**src/hdl/adcsq_pkg.sv**
```systemverilog
// Package for the converter channel sequencer.
// Assumes one 200 MHz clock; all users reference names with adcsq_pkg::.
package adcsq_pkg;
	// ==========================================================
	// Geometry
	localparam int NCH = 16;
	localparam int NCH_DEF = 8;
	localparam int RES_W = 12;
	localparam int CH_W = 5;
	localparam int SMP_W = 8;
	// ==========================================================
	// Timing
	localparam int CLK_MHZ = 200;
	localparam int CONV_MAX_MHZ = 18;
	localparam int CONV_MIN_CLKS = 18;
	// Core clock divider: ceil(200/18) keeps conversion clock <= 18 MHz
	localparam int CONV_DIV = (CLK_MHZ + CONV_MAX_MHZ - 1) / CONV_MAX_MHZ;
	localparam int CONV_CYC = CONV_DIV * CONV_MIN_CLKS;
	localparam int CNT_W = 12;
	// ==========================================================
	// Register offsets
	localparam logic [7:0] A_CTRL = 8'h00;
	localparam logic [7:0] A_CHEN = 8'h01;
	localparam logic [7:0] A_LOW = 8'h02;
	localparam logic [7:0] A_HIGH = 8'h03;
	localparam logic [7:0] A_STAT = 8'h04;
	localparam logic [7:0] A_INT = 8'h05;
	localparam logic [7:0] A_INTCLR = 8'h06;
	localparam logic [7:0] A_INTEN = 8'h07;
	localparam logic [7:0] A_FWCH = 8'h08;
	localparam logic [7:0] A_SMP0 = 8'h10;
	localparam logic [7:0] A_RES0 = 8'h30;
	// ==========================================================
	// Reset values
	localparam logic [15:0] CHEN_RST = 16'h00FF;
	localparam logic [SMP_W-1:0] SMP_RST = 8'h04;
	localparam logic [RES_W-1:0] HIGH_RST = 12'hFFF;
	// CTRL bits
	localparam int C_START = 0;
	localparam int C_CONT = 1;
	localparam int C_FW = 2;
	localparam int C_REF0 = 3;
	localparam int C_TEMP = 5;
	localparam int C_WIDE = 6;
	localparam int C_STOP = 7;
	// Interrupt bits and temperature channel index
	localparam int I_RANGE = 0;
	localparam int I_SCAN = 1;
	localparam int I_DONE = 2;
	localparam int CH_TEMP = 16;

	typedef enum logic [1:0] {
		REF_VDD = 2'b00,
		REF_HALF = 2'b01,
		REF_BG = 2'b10,
		REF_EXT = 2'b11
	} adcsq_ref_t;

	typedef enum logic [1:0] {
		S_IDLE = 2'b00,
		S_SAMP = 2'b01,
		S_CONV = 2'b10
	} adcsq_st_t;

	typedef struct packed {
		logic [7:0] addr;
		logic [15:0] wdata;
		logic wr;
		logic rd;
	} adcsq_bus_t;

	typedef struct packed {
		logic [CH_W-1:0] ch;
		logic sample;
		logic conv_clk;
		adcsq_ref_t refsel;
	} adcsq_core_t;
endpackage

```
**src/hdl/adcsq_top.sv**
```systemverilog
// Channel sequencer and result store for a 12-bit converter core.
// Assumes core result pins are asynchronous, valid while core_done is high.
//
// Function
// A conversion lasts at least 18 converter clocks of at most 18 MHz.
// Eight channels are scanned by default, up to sixteen when widened.
// A scan runs through enabled channels back to back, with no idle gap.
// Channels advance by the state machine or by firmware command.
// Every channel keeps its own result register.
// Every channel has its own sample time, used when it is sampled.
// Each result is checked against low and high limits for an interrupt.
// The range interrupt fires as the offending conversion ends.
// A field selects the supply, half supply, bandgap or external reference.
// Conversions are not started while the high-speed clock is absent.
// The temperature sensor can be picked as a conversion input.
// After the last channel a scan-complete event fires, then restart or stop.
`timescale 1ns/1ps
`default_nettype none
module adcsq_top (
	// Clock and reset
	input wire logic clk,
	input wire logic rst_n,
	// Register port
	input wire adcsq_pkg::adcsq_bus_t bus,
	output logic [15:0] rdata,
	// Power state: high-speed clock present
	input wire logic hf_ok,
	// Converter core
	output adcsq_pkg::adcsq_core_t core,
	input wire logic core_done,
	input wire logic [adcsq_pkg::RES_W-1:0] core_result,
	// Interrupt
	output logic irq
);
	// ==========================================================
	// Input synchronisers
	logic [1:0] done_s_r;
	logic [1:0] hf_s_r;
	logic [adcsq_pkg::RES_W-1:0] res_m_r;
	logic [adcsq_pkg::RES_W-1:0] res_s_r;
	logic done_d_r;
	always_ff @(posedge clk) begin
		if (!rst_n) begin
			done_s_r <= 2'h0;
			hf_s_r <= 2'h0;
			res_m_r <= '0;
			res_s_r <= '0;
			done_d_r <= 1'b0;
		end else begin
			done_s_r <= {done_s_r[0], core_done};
			hf_s_r <= {hf_s_r[0], hf_ok};
			res_m_r <= core_result;
			res_s_r <= res_m_r;
			done_d_r <= done_s_r[1];
		end
	end
	logic done_ev;
	assign done_ev = done_s_r[1] & ~done_d_r;

	// ==========================================================
	// Configuration registers
	logic [7:0] ctrl_r;
	logic [15:0] chen_r;
	logic [adcsq_pkg::RES_W-1:0] low_r;
	logic [adcsq_pkg::RES_W-1:0] high_r;
	logic [2:0] inten_r;
	logic [adcsq_pkg::CH_W-1:0] fwch_r;
	logic fw_go_r;
	logic [adcsq_pkg::SMP_W-1:0] smp_r [adcsq_pkg::NCH+1];
	logic [adcsq_pkg::RES_W-1:0] res_r [adcsq_pkg::NCH+1];
	logic wr_ctrl;
	assign wr_ctrl = bus.wr && bus.addr == adcsq_pkg::A_CTRL;

	always_ff @(posedge clk) begin
		if (!rst_n) begin
			ctrl_r <= 8'h00;
			chen_r <= adcsq_pkg::CHEN_RST;
			low_r <= '0;
			high_r <= adcsq_pkg::HIGH_RST;
			inten_r <= 3'h0;
			fwch_r <= '0;
			fw_go_r <= 1'b0;
		end else begin
			fw_go_r <= 1'b0;
			if (wr_ctrl) begin
				ctrl_r <= bus.wdata[7:0];
			end else if (bus.wr && bus.addr == adcsq_pkg::A_CHEN) begin
				chen_r <= bus.wdata;
			end else if (bus.wr && bus.addr == adcsq_pkg::A_LOW) begin
				low_r <= bus.wdata[adcsq_pkg::RES_W-1:0];
			end else if (bus.wr && bus.addr == adcsq_pkg::A_HIGH) begin
				high_r <= bus.wdata[adcsq_pkg::RES_W-1:0];
			end else if (bus.wr && bus.addr == adcsq_pkg::A_INTEN) begin
				inten_r <= bus.wdata[2:0];
			end else if (bus.wr && bus.addr == adcsq_pkg::A_FWCH) begin
				// firmware channel command
				fwch_r <= bus.wdata[adcsq_pkg::CH_W-1:0];
				fw_go_r <= 1'b1;
			end
		end
	end

	// per-channel sample time
	genvar gi;
	generate
		for (gi = 0; gi <= adcsq_pkg::NCH; gi++) begin : g_ch
			always_ff @(posedge clk) begin
				if (!rst_n) begin
					smp_r[gi] <= adcsq_pkg::SMP_RST;
				end else if (bus.wr && bus.addr ==
					adcsq_pkg::A_SMP0 + 8'(gi)) begin
					smp_r[gi] <= bus.wdata[adcsq_pkg::SMP_W-1:0];
				end
			end
		end
	endgenerate

	// ==========================================================
	// Sequencer
	adcsq_pkg::adcsq_st_t st_r;
	logic [adcsq_pkg::CH_W-1:0] ch_r;
	logic [adcsq_pkg::CNT_W-1:0] cnt_r;
	logic run_r;
	logic [3:0] div_r;
	logic cclk_r;
	logic scan_ev;
	logic [adcsq_pkg::CH_W-1:0] nxt_ch;
	logic nxt_ok;
	logic [adcsq_pkg::CH_W-1:0] first_ch;
	logic first_ok;
	logic [16:0] en_mask;

	// channel set, eight or sixteen plus temperature
	always_comb begin
		en_mask = {ctrl_r[adcsq_pkg::C_TEMP],
			ctrl_r[adcsq_pkg::C_WIDE] ? chen_r[15:8] : 8'h00,
			chen_r[7:0]};
	end

	// next enabled channel after the current one
	always_comb begin
		nxt_ch = '0;
		nxt_ok = 1'b0;
		first_ch = '0;
		first_ok = 1'b0;
		for (int i = adcsq_pkg::NCH; i >= 0; i--) begin
			if (en_mask[i]) begin
				first_ch = adcsq_pkg::CH_W'(i);
				first_ok = 1'b1;
				if (i > int'(ch_r)) begin
					nxt_ch = adcsq_pkg::CH_W'(i);
					nxt_ok = 1'b1;
				end
			end
		end
	end

	// conversion clock divided to at most 18 MHz
	always_ff @(posedge clk) begin
		if (!rst_n) begin
			div_r <= 4'h0;
			cclk_r <= 1'b0;
		end else if (div_r == 4'(adcsq_pkg::CONV_DIV / 2 - 1)) begin
			div_r <= 4'h0;
			cclk_r <= ~cclk_r;
		end else begin
			div_r <= div_r + 4'h1;
		end
	end

	always_ff @(posedge clk) begin
		if (!rst_n) begin
			st_r <= adcsq_pkg::S_IDLE;
			ch_r <= '0;
			cnt_r <= '0;
			run_r <= 1'b0;
			scan_ev <= 1'b0;
		end else begin
			scan_ev <= 1'b0;
			if (wr_ctrl && bus.wdata[adcsq_pkg::C_STOP]) begin
				run_r <= 1'b0;
			end
			case (st_r)
				adcsq_pkg::S_IDLE: begin
					// no start without high-speed clock
					if (hf_s_r[1] && fw_go_r) begin
						ch_r <= fwch_r;
						cnt_r <= adcsq_pkg::CNT_W'(smp_r[fwch_r]);
						st_r <= adcsq_pkg::S_SAMP;
					end else if (hf_s_r[1] && wr_ctrl && first_ok &&
						bus.wdata[adcsq_pkg::C_START] &&
						!bus.wdata[adcsq_pkg::C_FW]) begin
						run_r <= 1'b1;
						ch_r <= first_ch;
						cnt_r <= adcsq_pkg::CNT_W'(smp_r[first_ch]);
						st_r <= adcsq_pkg::S_SAMP;
					end
				end
				adcsq_pkg::S_SAMP: begin
					if (!hf_s_r[1]) begin
						st_r <= adcsq_pkg::S_IDLE;
						run_r <= 1'b0;
					end else if (cnt_r == '0) begin
						// hold at least 18 converter clocks
						cnt_r <= adcsq_pkg::CNT_W'(adcsq_pkg::CONV_CYC);
						st_r <= adcsq_pkg::S_CONV;
					end else begin
						cnt_r <= cnt_r - 1'b1;
					end
				end
				default: begin
					if (cnt_r != '0) begin
						cnt_r <= cnt_r - 1'b1;
					end else if (done_ev) begin
						// no further channel once the clock is lost
						if (!run_r || ctrl_r[adcsq_pkg::C_FW] || !hf_s_r[1]) begin
							st_r <= adcsq_pkg::S_IDLE;
							run_r <= 1'b0;
						end else if (nxt_ok) begin
							// straight into next sample
							ch_r <= nxt_ch;
							cnt_r <= adcsq_pkg::CNT_W'(smp_r[nxt_ch]);
							st_r <= adcsq_pkg::S_SAMP;
						end else begin
							// scan complete, restart or stop
							scan_ev <= 1'b1;
							if (ctrl_r[adcsq_pkg::C_CONT] && hf_s_r[1]) begin
								ch_r <= first_ch;
								cnt_r <= adcsq_pkg::CNT_W'(smp_r[first_ch]);
								st_r <= adcsq_pkg::S_SAMP;
							end else begin
								st_r <= adcsq_pkg::S_IDLE;
								run_r <= 1'b0;
							end
						end
					end
				end
			endcase
		end
	end

	logic take;
	assign take = st_r == adcsq_pkg::S_CONV && cnt_r == '0 && done_ev;

	// result buffer per channel
	generate
		for (gi = 0; gi <= adcsq_pkg::NCH; gi++) begin : g_res
			always_ff @(posedge clk) begin
				if (!rst_n) begin
					res_r[gi] <= '0;
				end else if (take && ch_r == adcsq_pkg::CH_W'(gi)) begin
					res_r[gi] <= res_s_r;
				end
			end
		end
	endgenerate

	// ==========================================================
	// Interrupts
	logic [2:0] ev;
	logic [2:0] int_r;
	always_comb begin
		ev = 3'h0;
		// limit check on each completed value
		ev[adcsq_pkg::I_RANGE] = take && (res_s_r < low_r || res_s_r > high_r);
		ev[adcsq_pkg::I_SCAN] = scan_ev;
		ev[adcsq_pkg::I_DONE] = take;
	end
	always_ff @(posedge clk) begin
		if (!rst_n) begin
			int_r <= 3'h0;
			irq <= 1'b0;
		end else begin
			// Set wins over a simultaneous clear
			if (bus.wr && bus.addr == adcsq_pkg::A_INTCLR) begin
				int_r <= (int_r & ~bus.wdata[2:0]) | ev;
			end else begin
				int_r <= int_r | ev;
			end
			irq <= |((int_r | ev) & inten_r);
		end
	end

	// ==========================================================
	// Core outputs
	always_ff @(posedge clk) begin
		if (!rst_n) begin
			core <= '0;
		end else begin
			core.ch <= ch_r;
			core.sample <= st_r == adcsq_pkg::S_SAMP;
			core.conv_clk <= cclk_r;
			// reference select
			core.refsel <= adcsq_pkg::adcsq_ref_t'(ctrl_r[4:3]);
		end
	end

	// ==========================================================
	// Read port, unmapped reads zero
	always_ff @(posedge clk) begin
		if (!rst_n) begin
			rdata <= 16'h0000;
		end else if (!bus.rd) begin
			rdata <= 16'h0000;
		end else if (bus.addr == adcsq_pkg::A_CTRL) begin
			rdata <= {8'h00, ctrl_r};
		end else if (bus.addr == adcsq_pkg::A_CHEN) begin
			rdata <= chen_r;
		end else if (bus.addr == adcsq_pkg::A_LOW) begin
			rdata <= {4'h0, low_r};
		end else if (bus.addr == adcsq_pkg::A_HIGH) begin
			rdata <= {4'h0, high_r};
		end else if (bus.addr == adcsq_pkg::A_STAT) begin
			rdata <= {8'h00, run_r, st_r, ch_r};
		end else if (bus.addr == adcsq_pkg::A_INT) begin
			rdata <= {13'h0000, int_r};
		end else if (bus.addr == adcsq_pkg::A_INTEN) begin
			rdata <= {13'h0000, inten_r};
		end else if (bus.addr >= adcsq_pkg::A_SMP0 &&
			bus.addr <= adcsq_pkg::A_SMP0 + 8'h10) begin
			rdata <= {8'h00, smp_r[5'(bus.addr - adcsq_pkg::A_SMP0)]};
		end else if (bus.addr >= adcsq_pkg::A_RES0 &&
			bus.addr <= adcsq_pkg::A_RES0 + 8'h10) begin
			rdata <= {4'h0, res_r[5'(bus.addr - adcsq_pkg::A_RES0)]};
		end else begin
			rdata <= 16'h0000;
		end
	end
endmodule
`default_nettype wire

```
**config.mk**
```make
export PLATFORM = sky130hd
export DESIGN_NAME = adcsq_top
export DESIGN_NICKNAME = d
export VERILOG_FILES = /design/src/hdl/adcsq_pkg.sv /design/src/hdl/adcsq_top.sv
export SDC_FILE = /design/constraint.sdc
export NUM_CORES = 1
export LEC_CHECK = 0
export BUFFER_PORTS_ARGS = -buffer_cell sky130_fd_sc_hd__buf_2
export CAP_MARGIN = 20
export CORE_MARGIN = 2
export CORE_UTILIZATION = 33
export CTS_CLUSTER_DIAMETER = 30
export DETAILED_ROUTE_END_ITERATION = 7
export GPL_TIMING_DRIVEN = 0
export PLACE_DENSITY_LB_ADDON = 0.12
export SLEW_MARGIN = 20
export SYNTH_ARGS = -nofsm -noshare
export SYNTH_HDL_FRONTEND = slang
export SYNTH_SLANG_ARGS = --single-unit
```
**constraint.sdc**
```tcl
create_clock -name clk -period 4.26 [get_ports clk]
set_input_delay 0.213 -clock clk [delete_from_list [all_inputs] [get_ports clk]]
set_output_delay 0.213 -clock clk [all_outputs]
set_load 0.01 [all_outputs]
```
==> flow_summary.json <==
{
  "outcome": "finished with violations",
  "violations": "negative setup slack",
  "power_frac_seq": 0.356,
  "placedInstanceArea_um2": 28680,
  "grtUsageTotal": 0.2808,
  "io-pin-count": 68,
  "number_of_cts_inserted_buffers": 116,
  "postLayoutCellArea_um2": 33070,
  "wire_length_of_the_first_global_routing_pass_um": 164300,
  "synth_fa_ha_area_frac": 0.01221,
  "cts.clk_slew.worst_paths_ns": 0.05,
  "fraction_of_the_yosys_area_taken_by_sequential_cells": 0.4929,
  "power_per_cell_area_nw_per_um2": 454.8,
  "setup_viol": 2,
  "portion_of_synthesized_cell_area_occupied_by_the_leading_cell_type": 0.3832,
  "clock_share_of_power": 0.586,
  "period_share": 1.011,
  "post_synth_num_cell_types": 98,
  "vias_per_cell": 5.840,
  "power.static_leakage_nw": 12.03,
  "wirelength_um": 117800,
  "combinational_family_with_the_most_area_after_synthesis": "simple AND/OR/NAND/NOR gates",
  "buffer_ports.inserted": 65,
  "placedCellCount": 3582,
  "post-route-worst-setup-slack_ns": -0.04849,
  "first_pass_drt_iterations": 6,
  "worstPathRequired_ns": 4.81,
  "setup.worst_path.start_class": "flop",
  "cts-root-to-sink-buffers": 3,
  "vias": 22390,
  "overflow": 0,
  "cells_after_synthesis": 2430,
  "fin_worst_hold_slack_ns": 0.05957,
  "synth_compound_area_frac": 0.1071,
  "ys.warnings.count": 0,
  "grt_start_max_net_pins": 21,
  "synth.mux.area_fraction": 0.1470,
  "fin_cells": 3833,
  "post_route_cells_drive_above_1_share": 0.2043,
  "floorplan.initialDensity": 0.3319,
  "ys_async_sr_fraction": 0,
  "worst-path-max-fanout": 10,
  "post-route-drc-count": 0,
  "antenna_violating_nets_post_route": 0,
  "synth_xor_xnor_area_share": 0.001644,
  "critical_path_class": "flop to flop",
  "relSlewSlack": 0.1430,
  "row_count": 104,
  "finalCoreUtilization": 0.4119,
  "yosys.area_share.simple": 0.2041,
  "htree_num_levels": 3,
  "die_h_um": 288.2,
  "root_buffer": "sky130_fd_sc_hd__clkbuf_16",
  "power.share.switching": 0.2412,
  "rsz0062_at_grt": "false",
  "max-cap-violations": 0,
  "die-width_um": 288.2,
  "syn_area_um2": 26640,
  "power_frac_comb": 0.058,
  "ys_seq_elements": 486,
  "synth_top_flop_cell": "sky130_fd_sc_hd__edfxtp_1",
  "max_freq_mhz": 232.1,
  "finalMaxSlewViolations": 0,
  "antenna_found_initial": 6,
  "critical_path_arrival_ns": 4.86,
  "synth_enable_flop_cells": 340,
  "synth_nets": 2498,
  "worst_hold_path_type": "input pin to flop",
  "placeableCoreArea_um2": 80290,
  "clock_tree_from_tritoncts": "yes",
  "detailedPlacementHpwl_um": 87560,
  "reg_to_reg_setup_timing_slack_ns": -0.05,
  "setup.worst_path.end_class": "flop",
  "clk_latency_ns": 0.71,
  "ir_worst_vdd_v": 0.0003257,
  "place.gp.congestion": 1.004,
  "synth_area_leader_cell": "sky130_fd_sc_hd__edfxtp_1",
  "synthesis.area_per_instance_um2": 10.96,
  "cellInternalPower_mw": 11.41,
  "fin_worst_skew_ns": 0.05589,
  "worstMarginPinSlew_ns": 1.281,
  "cts.sink_count": 486,
  "hold_violations": 0,
  "yosys-top-cells-area": "sky130_fd_sc_hd__edfxtp_1 (38%), sky130_fd_sc_hd__mux4_2 (12%), sky130_fd_sc_hd__dfxtp_1 (11%)",
  "post_drt_wl_per_cell_um": 30.74,
  "die_area_um2": 83030,
  "net-switching-power_mw": 3.628,
  "detailedRoute.firstIterationViolations": 2715,
  "fin_tns_setup_ns": -0.09690,
  "fin_crit_ns": 4.308,
  "finalNetCount": 2739,
  "grt_pass1_vias": 21840,
  "area.growth.synth_to_final_pct": 24.13
}
path summary, 6_finish.rpt:
kind,endpoint,from,depth (start not counted)
max,cnt_r[5],chen_r[5],12
min,smp_r[16][2],bus[23],3
max reg2reg,cnt_r[5],chen_r[5],12
min reg2reg,res_s_r[9],res_m_r[9],1
sequential cells by signal (all words and copies together), names as in the netlist, 8 cells and up, named ones only:
signal	cells
res_s_r	12
ctrl_r	8
smp_r	136
cnt_r	12
res_m_r	12
low_r	12
rdata	16
res_r	204
core	9
high_r	12
chen_r	16
power groups by stage:
stage | sequential (mW) | combinational, mW | clock [mW]
final | 5.35 | 0.866 | 8.82
after floorplan | 5.36 | 0.457 | 0
after CTS | 5.35 | 0.862 | 8.92
after detailed placement | 5.43 | 0.837 | 0
after global placement | 5.44 | 0.800 | 0
after global routing | 5.36 | 0.901 | 9.13
synth_stat cells (all sizes together) (4+ instances only):
library cell,count
a21oi,90
and3,14
clkbuf,126
or2,7
nand4,19
mux2,15
dfxtp,146
mux2i,59
a2111oi,6
nor4,12
buf,54
a211oi,15
and2,350
nand2,288
a22oi,9
o211ai,40
a31o,6
o31ai,12
or4,4
a221oi,9
o41ai,4
o2111ai,12
o221ai,11
nor3,47
edfxtp,340
nand3,106
a32oi,8
or3,23
ha,26
o32a,6
inv,48
a311o,4
nand2b,16
nor2b,19
o21a,7
a222oi,5
o22ai,6
nor2,143
a31oi,14
o21ai,104
a21o,10
a32o,7
mux4,140
cell type report:
class                   instances  area (µm²)
fillers                      7686       47210
flip-flops and latches        486       13130
multi-input cells            1715       12760
clock buffers                 133        3028
well taps                    1060        1326
clock inverters                84       953.4
repair buffers                124       908.4
plain buffers                 179       774.5
inverters                      49       183.9
diodes                          3       7.507
worst max-delay path, cell delays in order (launching register included):
cell	delay (ns)
sky130_fd_sc_hd__dfxtp_1	0.32
sky130_fd_sc_hd__clkbuf_1	0.27
sky130_fd_sc_hd__a211o_1	0.37
sky130_fd_sc_hd__o221ai_1	0.61
sky130_fd_sc_hd__nand2_1	0.35
sky130_fd_sc_hd__buf_2	0.35
sky130_fd_sc_hd__buf_1	0.34
sky130_fd_sc_hd__nand2_1	0.15
sky130_fd_sc_hd__nand2_1	0.06
sky130_fd_sc_hd__a222oi_1	0.40
sky130_fd_sc_hd__nand3_1	0.39
sky130_fd_sc_hd__o2111ai_2	0.45
sky130_fd_sc_hd__a21oi_1	0.12
routing by layer:
layer | routed length (µm) | global-route usage
met5 | 0 | 0
met4 | 5352 | 0.1308
met3 | 9093 | 0.04558
met2 | 55330 | 0.4528
met1 | 48070 | 0.3703
cells by family after synthesis:
logic type               Yosys count
multiplexers                     214
adder cells (fa/ha/maj)           26
AO/OA/AOI/OAI                    412
flip-flops                       486
buffers and inverters            229
XOR/XNOR                           5
AND/OR/NAND/NOR                 1058
repair_timing:
action                                  4_1_cts  5_1_grt
gates resized for setup                      14       32
endpoints found under the hold margin        53        0
setup buffers                                 2        0
cloned                                        0        0
endpoints found under the setup margin      217      163
pin swaps                                     1        0
hold buffers                                 30        0
per-stage QoR:
stage	total power, mW	setup WS, ns
after floorplan	5.817	0.8520
after global placement	6.235	-1.786
after detailed placement	6.269	-0.8505
after CTS	15.13	0.001590
after global routing	15.39	0.001563
final	15.04	-0.04849
placed cells by master, fill, tap and decap left out, types with 15 or more instances in the layout:
| cell type | n |
|---|---|
| sky130_fd_sc_hd__mux4_2 | 140 |
| sky130_fd_sc_hd__nand3_1 | 105 |
| sky130_fd_sc_hd__dlygate4sd3_1 | 30 |
| sky130_fd_sc_hd__nor3_1 | 42 |
| sky130_fd_sc_hd__nor2b_1 | 18 |
| sky130_fd_sc_hd__nand4_1 | 19 |
| sky130_fd_sc_hd__buf_6 | 21 |
| sky130_fd_sc_hd__a21oi_1 | 89 |
| sky130_fd_sc_hd__nor2_1 | 134 |
| sky130_fd_sc_hd__o21ai_1 | 15 |
| sky130_fd_sc_hd__mux2i_1 | 59 |
| sky130_fd_sc_hd__nand2_1 | 285 |
| sky130_fd_sc_hd__or3_1 | 22 |
| sky130_fd_sc_hd__buf_2 | 99 |
| sky130_fd_sc_hd__nand2b_1 | 16 |
| sky130_fd_sc_hd__ha_1 | 26 |
| sky130_fd_sc_hd__dfxtp_1 | 146 |
| sky130_fd_sc_hd__clkbuf_2 | 22 |
| sky130_fd_sc_hd__clkinvlp_4 | 16 |
| sky130_fd_sc_hd__clkinv_2 | 24 |
| sky130_fd_sc_hd__o211ai_1 | 39 |
| sky130_fd_sc_hd__clkbuf_16 | 117 |
| sky130_fd_sc_hd__edfxtp_1 | 340 |
| sky130_fd_sc_hd__a211oi_1 | 15 |
| sky130_fd_sc_hd__clkbuf_1 | 116 |
| sky130_fd_sc_hd__o21ai_0 | 72 |
| sky130_fd_sc_hd__and2_1 | 350 |
| sky130_fd_sc_hd__o21ai_2 | 17 |
| sky130_fd_sc_hd__inv_1 | 47 |
| sky130_fd_sc_hd__clkinv_1 | 20 |
Power figures use the tool's default switching activity.
